--- src/hdl/tss_pkg.sv ---
// Package for the tape sense status block: constants, command codes and carriers.
// Assumes a single 20 MHz clock; all users write tss_pkg::name.
package tss_pkg;

  // ==========================================================================
  // Timing
  localparam int unsigned CLK_HZ      = 20_000_000;    // Clock rate in Hz
  localparam int unsigned CLK_NS      = 50;            // Clock period in ns
  localparam int unsigned CREASE_NS   = 1_800_000;     // Longest crease dropout, 1.8 ms
  localparam int unsigned CREASE_CYC  = CREASE_NS / CLK_NS;  // Round down
  localparam int unsigned TAPE_IPS    = 90;            // Tape speed in inches per second
  localparam int unsigned NO_DATA_IN  = 16 * 12;       // 16 feet of tape, in inches
  localparam int unsigned LONG_REC_IN = 48;            // Longest record, in inches
  localparam longint unsigned NO_DATA_CYC_L  = (64'(NO_DATA_IN) * 64'(CLK_HZ)) / 64'(TAPE_IPS);
  localparam longint unsigned LONG_REC_CYC_L = (64'(LONG_REC_IN) * 64'(CLK_HZ)) / 64'(TAPE_IPS);
  localparam int unsigned NO_DATA_CYC  = 32'(NO_DATA_CYC_L);
  localparam int unsigned LONG_REC_CYC = 32'(LONG_REC_CYC_L);

  // ==========================================================================
  // Sense block layout
  localparam int unsigned SENSE_BYTES = 22;            // Bytes in a sense block
  localparam int unsigned B_LEGAL     = 6;             // command_legality_sense
  localparam int unsigned B_POS       = 7;             // cartridge_position_sense
  localparam int unsigned B_TRACK     = 8;             // track_and_model_sense
  localparam int unsigned B_RDFAULT   = 9;             // read_fault_sense
  localparam int unsigned B_RETRY     = 10;            // retry_limit_sense
  localparam int unsigned B_TALLY     = 11;            // read_error_tally
  localparam logic [7:0]  SENSE_RST   = 8'h00;         // Every sense byte after reset
  localparam logic [3:0]  MODEL_CODE  = 4'h5;          // Arbitrary value

  // ==========================================================================
  // Command codes
  localparam logic [7:0] CMD_SENSE   = 8'h03;
  localparam logic [7:0] CMD_REWIND  = 8'h01;
  localparam logic [7:0] CMD_RESTORE = 8'h02;
  localparam logic [7:0] CMD_READ    = 8'h08;
  localparam logic [7:0] CMD_WRITE   = 8'h0a;
  localparam logic [7:0] CMD_WR_FM   = 8'h10;
  localparam logic [7:0] CMD_ERASE   = 8'h19;
  localparam logic [7:0] CMD_SP_REV  = 8'h11;
  localparam logic [7:0] CMD_HEALTH  = 8'h1d;

  // Read window sequencer, states coded 0, 1 and 3
  typedef enum logic [1:0] {
    TSS_RD_IDLE = 2'h0,
    TSS_RD_WAIT = 2'h1,
    TSS_RD_DATA = 2'h3
  } tss_rd_state_t;

  // Drive status levels from the drive logic
  typedef struct packed {
    logic       cart_present;
    logic       write_protect;
    logic       at_track_start;
    logic       at_track_end;
    logic       write_current;
    logic       file_mark;
    logic       retry_expected;
    logic       stripe_good;
    logic [3:0] track;
    logic       last_track;
    logic       cart_450ft;
    logic       stripe_here;
    logic       health_fault;
    logic       defective_cart;
    logic [3:0] retry_count;
  } tss_drive_t;

  // Drive activity levels and one-cycle fault events
  typedef struct packed {
    logic read_active;
    logic erase_active;
    logic read_gate_window;
    logic record_start_miss;
    logic raw_noise;
    logic raw_data_miss;
    logic rd_err_limit;
    logic wr_err_limit;
    logic rd_recov_limit;
    logic wr_retry_limit;
    logic rd_err_inc;
  } tss_event_t;

  // Sticky sense flags
  typedef struct packed {
    logic illegal;
    logic crease;
    logic mk1_miss;
    logic erase_noise;
    logic no_data;
    logic no_gate;
    logic raw_miss;
    logic long_rec;
    logic rd_lim;
    logic wr_lim;
    logic rd_rec_lim;
    logic wr_try_lim;
  } tss_flags_t;

endpackage

--- src/hdl/tss_sense_status.sv ---
// Tape drive sense status: command legality checks, fault flags, sense block.
// Assumes drive status and events come from logic on mclk; the attention line
// and the read data line are pins and are synchronised here.
`timescale 1ns/1ps

module tss_sense_status #(
  parameter int unsigned CREASE_CYC   = tss_pkg::CREASE_CYC,    // Longest crease
  parameter int unsigned NO_DATA_CYC  = tss_pkg::NO_DATA_CYC,   // 16-foot timeout
  parameter int unsigned LONG_REC_CYC = tss_pkg::LONG_REC_CYC   // 48-inch record
) (
  input  wire logic               mclk,             // Clock, 20 MHz
  input  wire logic               rst,              // Synchronous reset
  input  wire logic               ce,               // Clock enable
  input  wire logic               cmd_valid,        // Command strobe
  input  wire logic [7:0]         cmd_code,         // Command code
  output logic                    cmd_accept,       // Command accepted pulse
  output logic                    cmd_illegal,      // Command refused pulse
  input  wire tss_pkg::tss_drive_t drive,           // Drive status levels
  input  wire tss_pkg::tss_event_t events,          // Drive events and activity
  input  wire logic               attention_pin,    // Attention line, async
  input  wire logic               read_data_pin,    // Read data present, async
  input  wire logic               sense_rd,         // Sense byte read strobe
  input  wire logic [4:0]         sense_addr,       // Sense byte address
  output logic      [7:0]         sense_rdata,      // Sense byte data
  output logic                    sense_rvalid,     // Sense data valid
  output logic                    sense_pending,    // Sense waiting to be fetched
  output logic                    hard_error_flag   // Hard error interrupt status
);

  typedef struct packed {
    logic                  attn_s1;
    logic                  attn_s2;
    logic                  rdat_s1;
    logic                  rdat_s2;
    tss_pkg::tss_rd_state_t rd_st;
    tss_pkg::tss_flags_t   f;
    logic                  wrote_last;
    logic                  gate_seen;
    logic [31:0]           drop_cnt;
    logic [31:0]           wait_cnt;
    logic [31:0]           long_cnt;
    logic [7:0]            tally;
    logic                  ack;
    logic                  nak;
  } tss_state_t;

  tss_state_t r;
  tss_state_t next_r;

  logic                           is_known;
  logic                           is_read;
  logic                           is_write;
  logic                           is_sense;
  logic                           is_repos;
  logic                           illegal_now;
  logic                           sense_take;
  logic                           hard_now;
  logic [7:0]                     byte6;
  logic [7:0]                     byte7;
  logic [7:0]                     byte8;
  logic [7:0]                     byte9;
  logic [7:0]                     byte10;
  logic [tss_pkg::SENSE_BYTES*8-1:0] frame;

  // ==========================================================================
  // Command decode
  always_comb begin
    is_sense = (cmd_code == tss_pkg::CMD_SENSE);
    is_read  = (cmd_code == tss_pkg::CMD_READ);
    is_write = (cmd_code == tss_pkg::CMD_WRITE) || (cmd_code == tss_pkg::CMD_WR_FM)
            || (cmd_code == tss_pkg::CMD_ERASE);
    is_repos = (cmd_code == tss_pkg::CMD_REWIND) || (cmd_code == tss_pkg::CMD_RESTORE)
            || (cmd_code == tss_pkg::CMD_SP_REV);
    is_known = is_sense || is_read || is_write || is_repos
            || (cmd_code == tss_pkg::CMD_HEALTH);
  end

  // Legality of the command on offer; the sense fetch bypasses the pending check
  always_comb begin
    illegal_now = 1'b0;
    if (!is_known) illegal_now = 1'b1;
    if (is_read && r.wrote_last) illegal_now = 1'b1;
    if (is_read && !drive.stripe_here) illegal_now = 1'b1;
    if (sense_pending && !is_sense) illegal_now = 1'b1;
    if (is_write && drive.write_protect) illegal_now = 1'b1;
    if (drive.at_track_end && drive.last_track && !is_sense
        && cmd_code != tss_pkg::CMD_REWIND && cmd_code != tss_pkg::CMD_RESTORE) begin
      illegal_now = 1'b1;
    end
    if (cmd_code == tss_pkg::CMD_SP_REV && drive.at_track_start
        && drive.track == 4'h0) begin
      illegal_now = 1'b1;
    end
    if ((drive.health_fault || drive.defective_cart || r.attn_s2)
        && !is_sense && cmd_code != tss_pkg::CMD_HEALTH) begin
      illegal_now = 1'b1;
    end
    if (is_write && drive.cart_450ft) illegal_now = 1'b1;
  end

  assign sense_take = cmd_valid && is_sense && !illegal_now;

  // ==========================================================================
  // Sense bytes built from the sticky flags and live drive status
  assign hard_now = r.f.erase_noise || r.f.no_data || r.f.long_rec
                 || r.f.rd_lim || r.f.wr_lim || r.f.rd_rec_lim || r.f.wr_try_lim;

  always_comb begin
    byte6  = {r.f.illegal, 1'b0, hard_now, 2'b00,
              drive.health_fault, drive.defective_cart, 1'b0};
    byte7  = {drive.stripe_good, drive.retry_expected, drive.file_mark,
              drive.write_current && !drive.write_protect,
              drive.at_track_end, drive.at_track_start,
              drive.write_protect, drive.cart_present};
    byte8  = {tss_pkg::MODEL_CODE, drive.track};
    byte9  = {r.f.long_rec, r.f.raw_miss, r.f.no_gate, r.f.no_data,
              r.f.erase_noise, r.f.mk1_miss, 1'b0, r.f.crease};
    byte10 = {drive.retry_count, r.f.wr_try_lim, r.f.rd_rec_lim,
              r.f.wr_lim, r.f.rd_lim};
    frame  = '0;
    frame[tss_pkg::B_LEGAL*8   +: 8] = byte6;
    frame[tss_pkg::B_POS*8     +: 8] = byte7;
    frame[tss_pkg::B_TRACK*8   +: 8] = byte8;
    frame[tss_pkg::B_RDFAULT*8 +: 8] = byte9;
    frame[tss_pkg::B_RETRY*8   +: 8] = byte10;
    frame[tss_pkg::B_TALLY*8   +: 8] = r.tally;
  end

  // ==========================================================================
  // Next-state logic: clear on sense fetch first, then new sets win
  always_comb begin
    next_r         = r;
    next_r.attn_s1 = attention_pin;
    next_r.attn_s2 = r.attn_s1;
    next_r.rdat_s1 = read_data_pin;
    next_r.rdat_s2 = r.rdat_s1;
    next_r.ack     = cmd_valid && !illegal_now;
    next_r.nak     = cmd_valid && illegal_now;

    // Flags hold until the sense block is taken
    if (sense_take) begin
      next_r.f     = '0;
      next_r.tally = 8'h00;
    end

    // Command effects
    if (cmd_valid && illegal_now) next_r.f.illegal = 1'b1;
    if (cmd_valid && !illegal_now) begin
      if (is_write) next_r.wrote_last = 1'b1;
      if (is_repos) next_r.wrote_last = 1'b0;
    end

    // Event faults
    if (events.record_start_miss) next_r.f.mk1_miss = 1'b1;
    if (events.raw_noise && events.erase_active) next_r.f.erase_noise = 1'b1;
    if (events.raw_data_miss) next_r.f.raw_miss = 1'b1;
    if (events.rd_err_limit) next_r.f.rd_lim = 1'b1;
    if (events.wr_err_limit) next_r.f.wr_lim = 1'b1;
    if (events.rd_recov_limit) next_r.f.rd_rec_lim = 1'b1;
    if (events.wr_retry_limit) next_r.f.wr_try_lim = 1'b1;
    if (events.rd_err_inc && next_r.tally != 8'hff) begin
      next_r.tally = next_r.tally + 8'h01;
    end

    // Record length timer
    if (events.read_gate_window) begin
      if (r.long_cnt < LONG_REC_CYC) begin
        next_r.long_cnt = r.long_cnt + 32'h0000_0001;
      end else begin
        next_r.f.long_rec = 1'b1;
      end
    end else begin
      next_r.long_cnt = 32'h0000_0000;
    end

    // Read window sequencer
    if (events.read_gate_window) next_r.gate_seen = 1'b1;
    unique case (r.rd_st)
      tss_pkg::TSS_RD_IDLE: begin
        next_r.gate_seen = events.read_gate_window;
        next_r.wait_cnt  = 32'h0000_0000;
        next_r.drop_cnt  = 32'h0000_0000;
        if (events.read_active) next_r.rd_st = tss_pkg::TSS_RD_WAIT;
      end
      tss_pkg::TSS_RD_WAIT: begin
        if (r.rdat_s2) begin
          next_r.rd_st = tss_pkg::TSS_RD_DATA;
        end else if (r.wait_cnt < NO_DATA_CYC - 1) begin
          next_r.wait_cnt = r.wait_cnt + 32'h0000_0001;
        end else begin
          next_r.f.no_data = 1'b1;
        end
      end
      tss_pkg::TSS_RD_DATA: begin
        if (!r.rdat_s2) begin
          if (r.drop_cnt <= CREASE_CYC) next_r.drop_cnt = r.drop_cnt + 32'h0000_0001;
        end else begin
          // Short dropout is a crease, a longer one an interblock gap
          if (r.drop_cnt != 32'h0000_0000 && r.drop_cnt <= CREASE_CYC) begin
            next_r.f.crease = 1'b1;
          end
          next_r.drop_cnt = 32'h0000_0000;
        end
      end
      default: next_r.rd_st = tss_pkg::TSS_RD_IDLE;
    endcase
    if (r.rd_st != tss_pkg::TSS_RD_IDLE && !events.read_active) begin
      next_r.rd_st = tss_pkg::TSS_RD_IDLE;
      if (!r.gate_seen) next_r.f.no_gate = 1'b1;
    end
  end

  // State register
  always_ff @(posedge mclk) begin
    if (rst) begin
      r       <= '0;
      r.rd_st <= tss_pkg::TSS_RD_IDLE;
    end else if (ce) begin
      r <= next_r;
    end
  end

  // ==========================================================================
  // Snapshot memory of the sense block
  tss_sense_mem #(
    .NBYTES (tss_pkg::SENSE_BYTES),
    .AW     (5)
  ) u_mem (
    .mclk    (mclk),
    .rst     (rst),
    .ce      (ce),
    .capture (sense_take),
    .frame   (frame),
    .rd      (sense_rd),
    .addr    (sense_addr),
    .rdata   (sense_rdata),
    .rvalid  (sense_rvalid)
  );

  // Outputs
  assign cmd_accept      = r.ack;
  assign cmd_illegal     = r.nak;
  assign sense_pending   = r.f != '0;
  assign hard_error_flag = hard_now;

  // ==========================================================================
  // Assertions
  a_unknown_cmd: assert property (@(posedge mclk) disable iff (rst)
    ce && cmd_valid && !is_known |=> cmd_illegal && r.f.illegal)
    else $error("unknown command not flagged");
  a_read_after_wr: assert property (@(posedge mclk) disable iff (rst)
    ce && cmd_valid && is_read && r.wrote_last |=> cmd_illegal)
    else $error("read after write accepted");
  a_read_no_stripe: assert property (@(posedge mclk) disable iff (rst)
    ce && cmd_valid && is_read && !drive.stripe_here |=> cmd_illegal)
    else $error("read without stripe accepted");
  a_pending_block: assert property (@(posedge mclk) disable iff (rst)
    ce && cmd_valid && sense_pending && !is_sense |=> cmd_illegal && !cmd_accept)
    else $error("command accepted with sense pending");
  a_write_protect: assert property (@(posedge mclk) disable iff (rst)
    ce && cmd_valid && is_write && drive.write_protect |=> cmd_illegal)
    else $error("write on protected cartridge accepted");
  a_end_state: assert property (@(posedge mclk) disable iff (rst)
    ce && cmd_valid && drive.at_track_end && drive.last_track && is_read |=> cmd_illegal)
    else $error("read at tape end accepted");
  a_reverse_start: assert property (@(posedge mclk) disable iff (rst)
    ce && cmd_valid && cmd_code == tss_pkg::CMD_SP_REV && drive.at_track_start
    && drive.track == 4'h0 |=> cmd_illegal)
    else $error("reverse at track zero start accepted");
  a_health_lock: assert property (@(posedge mclk) disable iff (rst)
    ce && cmd_valid && drive.health_fault && is_write |=> cmd_illegal)
    else $error("command accepted during health fault");
  a_short_cart: assert property (@(posedge mclk) disable iff (rst)
    ce && cmd_valid && is_write && drive.cart_450ft |=> cmd_illegal)
    else $error("write on short cartridge accepted");
  a_erase_hard: assert property (@(posedge mclk) disable iff (rst)
    ce && events.raw_noise && events.erase_active |=> hard_error_flag && sense_pending)
    else $error("erase noise did not raise hard error");
  a_gate_missing: assert property (@(posedge mclk) disable iff (rst)
    ce && r.rd_st == tss_pkg::TSS_RD_DATA && !events.read_active && !r.gate_seen
    |=> r.f.no_gate)
    else $error("missing read gate not flagged");
  a_flag_hold: assert property (@(posedge mclk) disable iff (rst)
    ce && r.f.illegal && !sense_take |=> r.f.illegal)
    else $error("illegal flag dropped before fetch");
  a_sense_answer: assert property (@(posedge mclk) disable iff (rst)
    ce && sense_rd |=> sense_rvalid)
    else $error("sense read not answered");

  // Fault flags, write current display and the attention lock
  a_mark_miss: assert property (@(posedge mclk) disable iff (rst)
    ce && events.record_start_miss |=> r.f.mk1_miss)
    else $error("record start miss not flagged");
  a_raw_miss: assert property (@(posedge mclk) disable iff (rst)
    ce && events.raw_data_miss |=> r.f.raw_miss)
    else $error("written data miss not flagged");
  a_limit_hard: assert property (@(posedge mclk) disable iff (rst)
    ce && (events.rd_err_limit || events.wr_err_limit || events.rd_recov_limit
    || events.wr_retry_limit) |=> hard_error_flag)
    else $error("limit did not raise hard error");
  a_long_record: assert property (@(posedge mclk) disable iff (rst)
    ce && events.read_gate_window && r.long_cnt >= LONG_REC_CYC |=> r.f.long_rec)
    else $error("long record not flagged");
  a_no_data: assert property (@(posedge mclk) disable iff (rst)
    ce && r.rd_st == tss_pkg::TSS_RD_WAIT && !r.rdat_s2
    && r.wait_cnt >= NO_DATA_CYC - 1 |=> r.f.no_data)
    else $error("read data timeout not flagged");
  a_wp_current: assert property (@(posedge mclk) disable iff (rst)
    drive.write_protect |-> !byte7[4])
    else $error("write current shown on protected cartridge");
  a_attn_lock: assert property (@(posedge mclk) disable iff (rst)
    ce && cmd_valid && r.attn_s2 && !is_sense && cmd_code != tss_pkg::CMD_HEALTH
    |=> cmd_illegal)
    else $error("command accepted during attention");

  c_crease: cover property (@(posedge mclk) disable iff (rst) ce && !r.f.crease ##1 r.f.crease);
  c_illegal: cover property (@(posedge mclk) disable iff (rst) cmd_illegal);
  c_fetch: cover property (@(posedge mclk) disable iff (rst) ce && sense_take ##1 !sense_pending);
  c_no_data: cover property (@(posedge mclk) disable iff (rst) r.f.no_data);
  c_no_gate: cover property (@(posedge mclk) disable iff (rst) r.f.no_gate);

endmodule

--- src/hdl/tss_sense_mem.sv ---
// Snapshot memory of the sense block; a capture loads every byte at once.
// Assumes capture and reads come from logic on the same clock.
`timescale 1ns/1ps
module tss_sense_mem #(
  parameter int unsigned NBYTES = tss_pkg::SENSE_BYTES,
  parameter int unsigned AW     = 5
) (
  input  wire logic              mclk,     // Clock
  input  wire logic              rst,      // Synchronous reset
  input  wire logic              ce,       // Clock enable
  input  wire logic              capture,  // Load the whole frame
  input  wire logic [NBYTES*8-1:0] frame,  // Frame to store
  input  wire logic              rd,       // Read strobe
  input  wire logic [AW-1:0]     addr,     // Byte address
  output logic      [7:0]        rdata,    // Registered read data
  output logic                   rvalid    // Read data valid
);

  typedef struct packed {
    logic [NBYTES*8-1:0] mem;
    logic [7:0]          rdata;
    logic                rvalid;
  } tss_mem_state_t;

  tss_mem_state_t r;
  tss_mem_state_t next_r;

  // ==========================================================================
  // Capture and read
  always_comb begin
    next_r        = r;
    next_r.rvalid = rd;
    if (capture) begin
      next_r.mem = frame;
    end
    if (rd) begin
      // Out-of-range bytes read as zero
      next_r.rdata = (32'(addr) < NBYTES) ? r.mem[addr*8 +: 8] : 8'h00;
    end
  end

  // State register
  always_ff @(posedge mclk) begin
    if (rst) begin
      r <= '0;
    end else if (ce) begin
      r <= next_r;
    end
  end

  assign rdata  = r.rdata;
  assign rvalid = r.rvalid;

endmodule

--- config.mk ---
export PLATFORM = sky130hd
export DESIGN_NAME = tss_sense_status
export DESIGN_NICKNAME = d
export VERILOG_FILES = /design/src/hdl/tss_pkg.sv /design/src/hdl/tss_sense_status.sv /design/src/hdl/tss_sense_mem.sv
export SDC_FILE = /design/constraint.sdc
export NUM_CORES = 1
export LEC_CHECK = 0
export BUFFER_PORTS_ARGS = -buffer_cell sky130_fd_sc_hd__buf_2
export CORE_MARGIN = 8
export CORE_UTILIZATION = 60
export DETAILED_ROUTE_END_ITERATION = 16
export GPL_TIMING_DRIVEN = 0
export PLACE_DENSITY = 0.8
export SLEW_MARGIN = 20
export SYNTH_ARGS = -nofsm -noshare
export SYNTH_HDL_FRONTEND = slang
export SYNTH_SLANG_ARGS = --single-unit
--- constraint.sdc ---
create_clock -name mclk -period 3.5 [get_ports mclk]
set_clock_uncertainty 0.2 [all_clocks]
set_input_delay 0.525 -clock mclk [delete_from_list [all_inputs] [get_ports mclk]]
set_output_delay 0.525 -clock mclk [all_outputs]
set_load 0.01 [all_outputs]
; Word level (Yosys, flattened, before mapping)
; Index checks and enable logic that the tools add are counted.
[classes]
n_lt_le_gt_ge = 4
mux = 47
div_mod_pow = 0
addsub = 4
n_eq_ne = 22
n_reduce_logical = 76
multipliers = 0
shifts = 1
n_bitwise = 0
[op_table]
columns = cell, n
row1 = two-way mux 32 bit, 6
row2 = indexed part select 176 x 9 -> 8 bit, 1
row3 = case mux 32 bit (2 select lines), 2
row4 = adder 32 x 1 -> 32 bit (second input constant), 3
row5 = == test 8 x 5 -> 1 bit (second input constant), 4
row6 = less-or-equal comparator 32 x 16 -> 1 bit (second input constant), 1
row7 = < comparator 32 x 24 -> 1 bit (second input constant), 1
row8 = < comparator 32 x 26 -> 1 bit (second input constant), 1
row9 = nonzero test 32 bit, 1
row10 = two-way mux 1 bit, 31
row11 = nonzero test 2 bit, 13
row12 = two-way mux 8 bit, 3
row13 = AND reduction 2 bit, 12
row14 = logical AND 1 bit, 22
row15 = == test 8 x 2 -> 1 bit (second input constant), 2
row16 = == test 8 x 4 -> 1 bit (second input constant), 2
row17 = logical OR 1 bit, 16
row18 = two-way mux 12 bit, 1
row19 = nonzero test 12 bit, 1
row20 = inequality test 3 bit (second input constant), 3
row21 = adder 8 x 1 -> 8 bit (second input constant), 1
row22 = == test 8 x 1 -> 1 bit (second input constant), 1
row23 = inequality test 8 x 1 -> 1 bit (second input constant), 1
row24 = inequality test 8 x 2 -> 1 bit (second input constant), 1
row25 = other kinds (14), 24
[totals]
ff_bits = 176
ramBits = 0
romBits = 0
output_inout_bits = 13
mem_count = 0
elab_cells = 182
input_bits = 52
latch_bits = 0

; Longest topological paths before layout
; Gate-level depths: netlist (run 1).
[depth]
word_depth = 21
depth_mapped = 11
depth_no_buf = 10

; By module
; From an unflattened synthesis (run 1), not the netlist that was laid out.
[hier_totals]
hier_cells = 1713
area_unflattened_um2 = 14020.9
[modules_own_cells]
columns = module, seq_area_each_um2, area_per_inst_um2, cells_per_inst, n_inst
row1 = tss_sense_mem, 3703.6, 7895.1, 984, 1
row2 = tss_sense_status, 2522.4, 6125.9, 729, 1

; Least setup slack after synthesis (run 1)
; OpenSTA, ideal clock, no wires.
[synth_timing]
kind = input to register
from = input cmd_code[5]
to = register r, in the netlist frame[95]
arrival_ps = 2525
cell_stages = 10
setup_ps = 65
setup_slack_ps = 710
path_buffers = 0
required_time_ps = 3235
path_cell_list = nor3_1 > nand4_1 > and2_1 > ha_1 > nand2_1 > nor3_1 > nor3_1 > nand3_1 > mux2_2 > nor2_1
[synth_between]
elab_chain_cells = 21
elab_cells_between_ends = 50
classes_between = 1 x add/sub / 13 x eq/ne / 11 x mux / 25 x reduce/logical
[synth_rtl]
columns = element, line
row1 = from (decl), tss_sense_status.sv:15  ; input wire logic [7:0] cmd_code,
row2 = == test 8 x 4 -> 1 bit or == test 8 x 5 -> 1 bit (tied branches), tss_sense_status.sv:70  ; is_write = (cmd_code == tss_pkg::CMD_WRITE) || (cmd_code == tss_pkg::CMD_WR_FM)
row3 = logical OR 1 bit, tss_sense_status.sv:70
row4 = logical OR 1 bit, tss_sense_status.sv:71  ; || (cmd_code == tss_pkg::CMD_ERASE);
row5 = logical OR 1 bit (2 in a row), tss_sense_status.sv:74  ; is_known = is_sense || is_read || is_write || is_repos
row6 = logical OR 1 bit, tss_sense_status.sv:75  ; || (cmd_code == tss_pkg::CMD_HEALTH);
row7 = two-way mux 1 bit, tss_sense_status.sv:81  ; if (!is_known) illegal_now = 1'b1;
row8 = two-way mux 1 bit, tss_sense_status.sv:82  ; if (is_read && r.wrote_last) illegal_now = 1'b1;
row9 = two-way mux 1 bit, tss_sense_status.sv:83  ; if (is_read && !drive.stripe_here) illegal_now = 1'b1;
row10 = (+3 left out), n/a
row11 = two-way mux 1 bit, tss_sense_status.sv:90  ; if (cmd_code == tss_pkg::CMD_SP_REV && drive.at_track_start
row12 = two-way mux 1 bit, tss_sense_status.sv:94  ; if ((drive.health_fault || drive.defective_cart || r.attn_s2)
row13 = two-way mux 1 bit, tss_sense_status.sv:98  ; if (is_write && drive.cart_450ft) illegal_now = 1'b1;
row14 = logical NOT 1 bit, tss_sense_status.sv:101  ; assign sense_take = cmd_valid && is_sense && !illegal_now;
row15 = logical AND 1 bit (*), tss_sense_status.sv:101
row16 = two-way mux 8 bit (*), tss_sense_status.sv:141  ; if (sense_take) begin
row17 = branches (longest 2 deep; another with adder 8 x 1 -> 8 bit), n/a
row18 = two-way mux 8 bit (*), tss_sense_status.sv:161  ; if (events.rd_err_inc && next_r.tally != 8'hff) begin
row19 = to (signal assigned), tss_sense_status.sv:219  ; r <= next_r;
row20 = to (decl), tss_sense_status.sv:47  ; tss_state_t r;
; Mark *: on every way between the ends.
; A chain may end at the register's enable or synchronous reset.

; Worst setup path after layout (run 1)
; Same ends and word-level chain as after synthesis.

==> load_flow_metrics.sql, run 1 <==
INSERT INTO impl_metrics (metric_group, metric, value, unit) VALUES
('logic_synthesis', 'synth_enable_flop_cells', '0', ''),
('final_layout', 'area.growth.synth_to_final', '14.5', '%'),
('clock_network', 'htree_levels', '4', ''),
('grt', 'grt_pass1_vias', '6984', ''),
('grt', 'grt_remaining_overflow', '0', ''),
('worst_hold_path', 'worstHoldEndpoint', 'u_mem.r[94]', ''),
('sta', 'hold_slack', '0.137', 'ns'),
('sta', 'final.setup.tns', '0', 'ns'),
('logic_synthesis', 'count_leader_synth', 'sky130_fd_sc_hd__dfxtp_1', ''),
('clock_network', 'tritoncts_sinks', '175', ''),
('setup_path', 'worst_r2r_endpoint', 'r[79]', ''),
('clock_network', 'clk_transition_reported_paths', '0.06', 'ns'),
('final_layout', 'drive_gt1_share', '11.2', '%'),
('pwr', 'internal_power', '3.29', 'mW'),
('setup_path', 'crit-reg2reg-launch', 'r[120]', ''),
('clock_network', 'cts_resized', '0', ''),
('setup_path', 'ff_to_ff_path_depth', '9', ''),
('logic_synthesis', 'synth.area.top_cells', 'sky130_fd_sc_hd__dfxtp_1 44%, sky130_fd_sc_hd__nand2_1 7.2%, sky130_fd_sc_hd__a21oi_1 6.2%', ''),
('die', 'core.rowCount', '42', ''),
('sta', 'layout_setup_ws', '0.451', 'ns'),
('pwr', 'power.sequential.fraction', '47.5', '%'),
('drt', 'detail_route.wl_per_cell', '16.1', 'um'),
('drt', 'detailroute.via_count', '7531', ''),
('place', 'gpl.final_weighted_congestion', '0.861', ''),
('clock_network', 'cts-hold-fix-buffers', '0', ''),
('die', 'fp.dieArea', '17200', 'um^2'),
('worst_hold_path', 'min_from', 'drive[1]', ''),
('pwr', 'netSwitchingFraction', '22.6', '%'),
('pwr', 'p_sw', '0.960', 'mW'),
('worst_hold_path', 'worstHoldPathCells', '3', ''),
('logic_synthesis', 'ys_ff_latch', '175', ''),
('die', 'floorplan.initialDensity', '60.8', '%'),
('setup_path', 'worst_setup_path_end_kind', 'flip-flop', ''),
('logic_synthesis', 'synth_area_per_cell', '8.19', 'um^2'),
('drt', 'detail_route.vias_per_cell', '6.07', ''),
('logic_synthesis', 'netlist.top_cell.by_area', 'sky130_fd_sc_hd__dfxtp_1', ''),
('setup_path', 'timing.setup.critical_path_class', 'input pin to flip-flop', ''),
('pwr', 'p_clk_share', '47.4', '%'),
('clock_network', 'cts.repair_timing.setup_buffer_count', '0', ''),
('setup_path', 'timing.critical_path.from_type', 'input pin', ''),
('sta', 'finalMaxSlewViolations', '0', ''),
('clock_network', 'ctsRootBufferMaster', 'sky130_fd_sc_hd__clkbuf_16', ''),
('sta', 'clock.fmax', '0.328', 'GHz'),
('die', 'pin_count', '65', ''),
('worst_hold_path', 'timing.hold.worst.class', 'input pin to flip-flop', ''),
('sta', 'timing_hold_violations_final', '0', ''),
('sta', 'finalWorstPathRequiredPeriod', '3.05', 'ns'),
('flow_run', 'timing.max_cap.violations', '0', ''),
('setup_path', 'critPathRequiredTime', '3.66', 'ns'),
('setup_path', 'crit_arrival', '3.21', 'ns'),
('drt', 'detailedRoute.firstPassIterationCount', '5', ''),
('logic_synthesis', 'yosys_most_used_dff', 'sky130_fd_sc_hd__dfxtp_1', ''),
('drt', 'totalWireLength', '20000', 'um'),
('sta', 'worst_slew_pin_slew', '0.873', 'ns'),
('logic_synthesis', 'synthTopCellsByCount', '175 x sky130_fd_sc_hd__dfxtp_1, 153 x sky130_fd_sc_hd__nand2_1, 98 x sky130_fd_sc_hd__a21oi_1, 78 x sky130_fd_sc_hd__nor2_1, 49 x sky130_fd_sc_hd__o21ai_0', ''),
('grt', 'grt_first_pass_wirelength', '33600', 'um'),
('pwr', 'leakage', '3.26', 'nW'),
('setup_path', 'path_max_fanout', '6', ''),
('logic_synthesis', 'synthesis.nets', '1029', ''),
('logic_synthesis', 'synth_warnings', '0', ''),
('grt', 'grt_start_max_net_pins', '17', ''),
('status', 'result_of_the_run', 'complete, no violations', ''),
('place', 'worst_setup_slack_after_placement', '0.0547', 'ns'),
('clock_network', 'clk_path_buf_depth', '2', ''),
('pwr', 'power_density', '467', 'nW/um^2'),
('place', 'hpwl_detailed', '14100', 'um'),
('die', 'floorplan.core_area', '13100', 'um^2'),
('clock_network', 'worst_skew_pair.late_latency', '0.42', 'ns'),
('drt', 'drtAntennaViolNets', '0', ''),
('logic_synthesis', 'synth_top_cell_area_share', '44.1', '%'),
('setup_path', 'rrSetupSlack', '0.65', 'ns');
registers in the layout (all words and copies together), names as in the netlist, 2 cells and up:
register	count
r	102
byte10	4
u_mem.r	40
byte9	7
next_r	2
u_mem.rdata	8
frame	8
how the worst max path moves through the flow:
stage | end | slack (ns) | depth (start not counted)
finish | frame[95] | 0.45 | 11
global placement | frame[95] | 0.13 | 11
detailed placement | frame[95] | 0.05 | 11
floorplan | frame[95] | 0.71 | 10
global route | frame[95] | 0.13 | 11
CTS | frame[95] | 0.51 | 11
cells in the final DEF (no fill, tap or decap), types with 26 or more instances in the layout:
master                     instances
sky130_fd_sc_hd__o21ai_0          49
sky130_fd_sc_hd__nand2_1         153
sky130_fd_sc_hd__nor2_1           78
sky130_fd_sc_hd__nand3_1          29
sky130_fd_sc_hd__clkbuf_1         39
sky130_fd_sc_hd__buf_2            62
sky130_fd_sc_hd__dfxtp_1         175
sky130_fd_sc_hd__or3_1            33
sky130_fd_sc_hd__and2_1           26
sky130_fd_sc_hd__a21oi_1          98
sky130_fd_sc_hd__nor3_1           26
layer usage:
metal | vias to the layer above | wire [um] | global-route usage, %
li1 | 3686 | - | -
met4 | 0 | 337 | 7.94
met3 | 29 | 1360 | 5.07
met2 | 259 | 9320 | 37.3
met1 | 3557 | 8990 | 29.9
met5 | - | 0 | 0
kinds of logic after synthesis:
family                   count (synthesis)  share of synthesized area (%)
AO/OA/AOI/OAI                          236                           18.3
XOR/XNOR                                12                           1.32
adder cells (fa/ha/maj)                  6                          0.944
buffers and inverters                   71                           3.84
flip-flops                             175                           44.1
multiplexers                            17                           2.94
AND/OR/NAND/NOR                        454                           28.6
final cells by class:
cell class                      count  area, um^2  area share [%]
Buffer                             54         241            2.65
Clock buffer                       19         443            4.86
Clock inverter                     13         186            2.05
Inverter                           17        63.8           0.701
Multi-Input combinational cell    725        4140            45.5
Sequential cell                   175        3500            38.5
Tap cell                          176         220            2.42
Timing Repair Buffer               61         305            3.35
per-stage QoR:
step	cells	power, mW	util [%]	cell area [um^2]
floorplan	971	2.19	-	7950
global placement	1208	2.27	64.8	8480
detailed placement	1208	2.28	64.8	8480
CTS	1240	4.26	69.6	9100
global route	1240	4.38	69.6	9100
finish	1240	4.25	69.6	9100
power groups by stage:
stage	clock (mW)	sequential, mW	combinational, mW
after floorplan	0	2.06	0.124
after global placement	0	2.06	0.209
after detailed placement	0	2.07	0.212
after CTS	2.03	2.02	0.213
after global routing	2.12	2.02	0.235
final	2.02	2.02	0.215
worst max-delay path: stages:
cell and delay (ns):
sky130_fd_sc_hd__buf_2 0.09, sky130_fd_sc_hd__nor3_1 0.53, sky130_fd_sc_hd__nand4_1 0.42, sky130_fd_sc_hd__and2_1 0.29
sky130_fd_sc_hd__ha_1 0.22, sky130_fd_sc_hd__nand2_1 0.07, sky130_fd_sc_hd__nor3_1 0.07, sky130_fd_sc_hd__nor3_1 0.46
sky130_fd_sc_hd__nand3_1 0.16, sky130_fd_sc_hd__mux2_2 0.29, sky130_fd_sc_hd__nor2_1 0.08
(Power assumes the default switching activity.)
==> run 2, diff against run 1 <==
CORE_UTILIZATION = 61   (was 60)
PLACE_DENSITY = 0.79   (was 0.8)
SYNTH_HIERARCHICAL = 1   (was not set)
==> run 2 against run 1 <==
Sequential power increased by 77%. Sequential share of layout area decreased by 0.28 points. Cell area increased by 79%. Non-clock buffer count increased by 70. Via count increased by 69%. Core utilization increased by 2.6 points. Synthesized area increased by 76%. Largest power group unchanged.
==> load_flow_metrics.sql, run 2 <==
INSERT INTO impl_metrics (metric_group, metric, value, unit) VALUES
('sta', 'timing_hold_violations_final', '0', ''),
('setup_path', 'ff_to_ff_path_depth', '10', ''),
('pwr', 'p_sw', '1.71', 'mW'),
('place', 'port_buffer_cells', '60', ''),
('setup_path', 'worst_r2r_endpoint', 'r[80]', ''),
('drt', 'drt_iter0_drc', '1197', ''),
('logic_synthesis', 'synth-async-reset-ratio', '0', '%'),
('clock_network', 'clk_transition_reported_paths', '0.06', 'ns'),
('sta', 'hold_slack', '0.0625', 'ns'),
('setup_path', 'crit_buf_inv', '1', ''),
('final_layout', 'leading_registers_by_flop_count', 'u_mem/r x176, r x102', ''),
('drt', 'detailedRoute.firstPassIterationCount', '6', ''),
('logic_synthesis', 'count_leader_synth', 'sky130_fd_sc_hd__nand2_1', ''),
('logic_synthesis', 'synth_enable_flop_cells', '0', ''),
('setup_path', 'timing.critical_path.from_type', 'input pin', ''),
('pwr', 'p_comb_share', '5.6', '%'),
('worst_hold_path', 'worstHoldEndpoint', 'u_mem/r[65]', ''),
('clock_network', 'cts-buffers-inserted', '34', ''),
('clock_network', 'tritoncts_sinks', '311', ''),
('drt', 'detail_route.wl_per_cell', '16.2', 'um'),
('setup_path', 'critPathTopFamily', 'simple AND/OR/NAND/NOR gates', ''),
('clock_network', 'ctsRootBufferMaster', 'sky130_fd_sc_hd__clkbuf_16', ''),
('grt', 'antenna_found_initial', '1', ''),
('logic_synthesis', 'yosysSeqAreaShare', '44.4', '%'),
('sta', 'worst_slew_pin_slew', '0.699', 'ns'),
('logic_synthesis', 'synth_area_per_cell', '8.19', 'um^2'),
('die', 'core.rowCount', '55', ''),
('worst_hold_path', 'min_from', 'drive[20]', ''),
('clock_network', 'worst_skew_pair.late_latency', '0.51', 'ns'),
('final_layout', 'largest_reg_flops', '176', ''),
('drt', 'drtAntennaViolNets', '0', ''),
('place', 'gpl.final_weighted_congestion', '0.889', ''),
('pwr', 'netSwitchingFraction', '22.8', '%'),
('setup_path', 'crit_path_top_delay_cell', 'sky130_fd_sc_hd__nor4_4', ''),
('die', 'fp.dieH', '168', 'um'),
('pwr', 'internal_power', '5.77', 'mW'),
('pwr', 'peak_supply_drop', '0.395', 'mV'),
('logic_synthesis', 'netlist.top_cell.by_area', 'sky130_fd_sc_hd__dfxtp_1', ''),
('grt', 'grt_pass1_vias', '11841', ''),
('setup_path', 'worst_setup_path_end_kind', 'flip-flop', ''),
('status', 'result_of_the_run', 'complete, no violations', ''),
('pwr', 'leakage', '6.13', 'nW'),
('logic_synthesis', 'post_synth_instance_area', '14000', 'um^2'),
('die', 'floorplan.die.width', '168', 'um'),
('setup_path', 'critPathMaxStageDelay', '0.57', 'ns'),
('final_layout', 'post-route-cell-area', '16300', 'um^2'),
('final_layout', 'drive_gt1_share', '9.41', '%'),
('final_layout', 'commonest_cells_after_routing_fill_and_taps_aside', '434 x sky130_fd_sc_hd__nand2_1, 311 x sky130_fd_sc_hd__dfxtp_1, 211 x sky130_fd_sc_hd__a21oi_1, 137 x sky130_fd_sc_hd__conb_1, 101 x sky130_fd_sc_hd__mux2i_1', ''),
('drt', 'totalWireLength', '36500', 'um'),
('sta', 'setup_repair_after_global_routing_missed_its_margin', 'false', ''),
('sta', 'fin_crit_sh', '89.6', '%'),
('pwr', 'power.sequential.fraction', '47.8', '%'),
('grt', 'grt.total_usage', '25.2', '%'),
('setup_path', 'crit_path_start', 'cmd_code[5]', ''),
('die', 'floorplan.initialDensity', '62.1', '%'),
('logic_synthesis', 'synth_top_cell_area_share', '44.4', '%'),
('final_layout', 'layout.cells.most_common', 'sky130_fd_sc_hd__nand2_1', ''),
('sta', 'finalMaxSlewViolations', '0', ''),
('logic_synthesis', 'ys_ff_latch', '311', ''),
('flow_run', 'timing.max_cap.violations', '0', ''),
('setup_path', 'critical_path.cell_chain', 'buf_2 -> or3_1 -> nor4_4 -> nor2b_1 -> ha_1 -> nand4_1 -> nor2_1 -> nor4_1 -> nand4_1 -> xnor2_1 -> nor2_1', ''),
('final_layout', 'largest_register', 'u_mem/r', ''),
('final_layout', 'area.growth.synth_to_final', '16.3', '%'),
('pwr', 'power', '7.48', 'mW'),
('worst_hold_path', 'worstHoldPathCells', '3', ''),
('sta', 'finalWorstPathRequiredPeriod', '3.14', 'ns'),
('logic_synthesis', 'ys_types', '76', ''),
('sta', 'max_slew_margin', '52.6', '%'),
('die', 'fp.dieArea', '28100', 'um^2'),
('sta', 'number_of_failing_setup_endpoints_in_the_final_timing_report', '0', ''),
('logic_synthesis', 'yosys_most_used_dff', 'sky130_fd_sc_hd__dfxtp_1', ''),
('setup_path', 'crit_arrival', '3.31', 'ns'),
('drt', 'detailroute.via_count', '12699', ''),
('setup_path', 'timing.setup.critical_path_class', 'input pin to flip-flop', ''),
('drt', 'drc_errors', '0', ''),
('pwr', 'p_clk_share', '46.6', '%'),
('logic_synthesis', 'synth_cells', '1713', ''),
('setup_path', 'rrSetupSlack', '0.63', 'ns'),
('grt', 'grt_start_max_net_pins', '14', ''),
('clock_network', 'clk_path_buf_depth', '3', ''),
('logic_synthesis', 'synthTopCellsByCount', '434 x sky130_fd_sc_hd__nand2_1, 311 x sky130_fd_sc_hd__dfxtp_1, 211 x sky130_fd_sc_hd__a21oi_1, 101 x sky130_fd_sc_hd__mux2i_1, 78 x sky130_fd_sc_hd__nor2_1', ''),
('setup_path', 'path_max_fanout', '8', ''),
('grt', 'grt_remaining_overflow', '0', ''),
('drt', 'detail_route.vias_per_cell', '5.63', ''),
('place', 'post_dp_cell_area', '15200', 'um^2'),
('worst_hold_path', 'timing.hold.worst.class', 'input pin to flip-flop', ''),
('clock_network', 'htree_levels', '2', ''),
('logic_synthesis', 'synth.area.top_cells', 'sky130_fd_sc_hd__dfxtp_1 44%, sky130_fd_sc_hd__nand2_1 12%, sky130_fd_sc_hd__a21oi_1 7.5%', ''),
('setup_path', 'critPathRequiredTime', '3.67', 'ns'),
('clock_network', 'cts_tree', 'yes', ''),
('pwr', 'power_density', '459', 'nW/um^2'),
('die', 'floorplan.core_area', '22600', 'um^2'),
('sta', 'clock.fmax', '0.319', 'GHz'),
('final_layout', 'final_net_count', '2002', ''),
('die', 'pin_count', '65', ''),
('setup_path', 'crit-reg2reg-launch', 'r[74]', ''),
('clock_network', 'cts-hold-fix-buffers', '0', ''),
('logic_synthesis', 'synth_warnings', '6', ''),
('grt', 'grt_first_pass_wirelength', '58900', 'um'),
('place', 'hpwl_detailed', '26200', 'um');
==> run 2: power by group through the flow <==
stage	Combinational (mW)	Sequential, mW	Clock, mW
detailed placement	0.405	3.65	0
floorplan	0.270	3.65	0
CTS	0.407	3.58	3.52
finish	0.419	3.58	3.48
global route	0.452	3.58	3.70
global placement	0.398	3.65	0
==> run 2: cell families (layout without fill, tap and decap cells) <==
family | Yosys count | in the layout | synth area share [%]
compound gates | 379 | 379 | 17.2
fa+ha+maj | 6 | 6 | 0.535
buf+inv | 148 | 266 | 4.93
mux | 102 | 102 | 7.29
simple gates | 738 | 738 | 23.9
other cells | 2 | 141 | 0.0536
flops | 311 | 311 | 44.4
xor+xnor | 27 | 27 | 1.69
==> run 2: worst register-to-register path, cell delays in order, from the launching register on <==
cell and delay [ns]:
sky130_fd_sc_hd__dfxtp_1 0.34, sky130_fd_sc_hd__inv_1 0.10, sky130_fd_sc_hd__ha_1 0.15, sky130_fd_sc_hd__or4b_1 0.50
sky130_fd_sc_hd__a21o_1 0.22, sky130_fd_sc_hd__a21oi_2 0.21, sky130_fd_sc_hd__o211ai_2 0.14, sky130_fd_sc_hd__clkbuf_1 0.26
sky130_fd_sc_hd__clkbuf_1 0.32, sky130_fd_sc_hd__o21ai_1 0.21, sky130_fd_sc_hd__a21oi_1 0.08
==> run 2: metrics by stage <==
stage | std cells | util (%) | worst slack (ns) | TNS [ns]
4_1_cts | 2251 | 72.1 | 0.160 | 0
3_3_place_gp | 2193 | 67.3 | -0.159 | -0.288
2_1_floorplan | 1848 | - | 0.455 | 0
3_5_place_dp | 2193 | 67.3 | -0.247 | -0.580
6_report | 2255 | 72.2 | 0.364 | 0
5_1_grt | 2252 | 72.2 | 0.102 | 0
==> run 2: final cells by class <==
cell class	instances	area, um^2
timing repair buffer	60	300
sequential	311	6230
tap	285	357
clock inverter	6	45.0
inverter	23	86.3
multi-input combinational	1389	7620
antenna	4	10.0
fill	1803	6270
buffer	125	606
clock buffer	52	1050
==> run 2: repair_timing <==
item / in CTS / in global routing
resized for setup: 0 / 1
buffers inserted: 0 / 0
endpoints found under the setup margin: 0 / 2
==> run 2: how the worst max path moves through the flow <==
stage,cells past startpoint,slack (ns),to
after global placement,11,-0.16,frame[95]
after global routing,11,0.10,frame[95]
after floorplan,11,0.46,frame[95]
after detailed placement,11,-0.25,frame[95]
after CTS,11,0.16,frame[95]
final,11,0.36,frame[95]
==> run 2: layer usage <==
layer / global-route usage (%) / share of wire, % / up-vias
li1: - / - / 6299
met1: 33.3 / 45 / 5929
met2: 40.9 / 46 / 405
met3: 4.70 / 6.9 / 66
met4: 8.15 / 2.4 / 0
met5: 0 / 0 / -
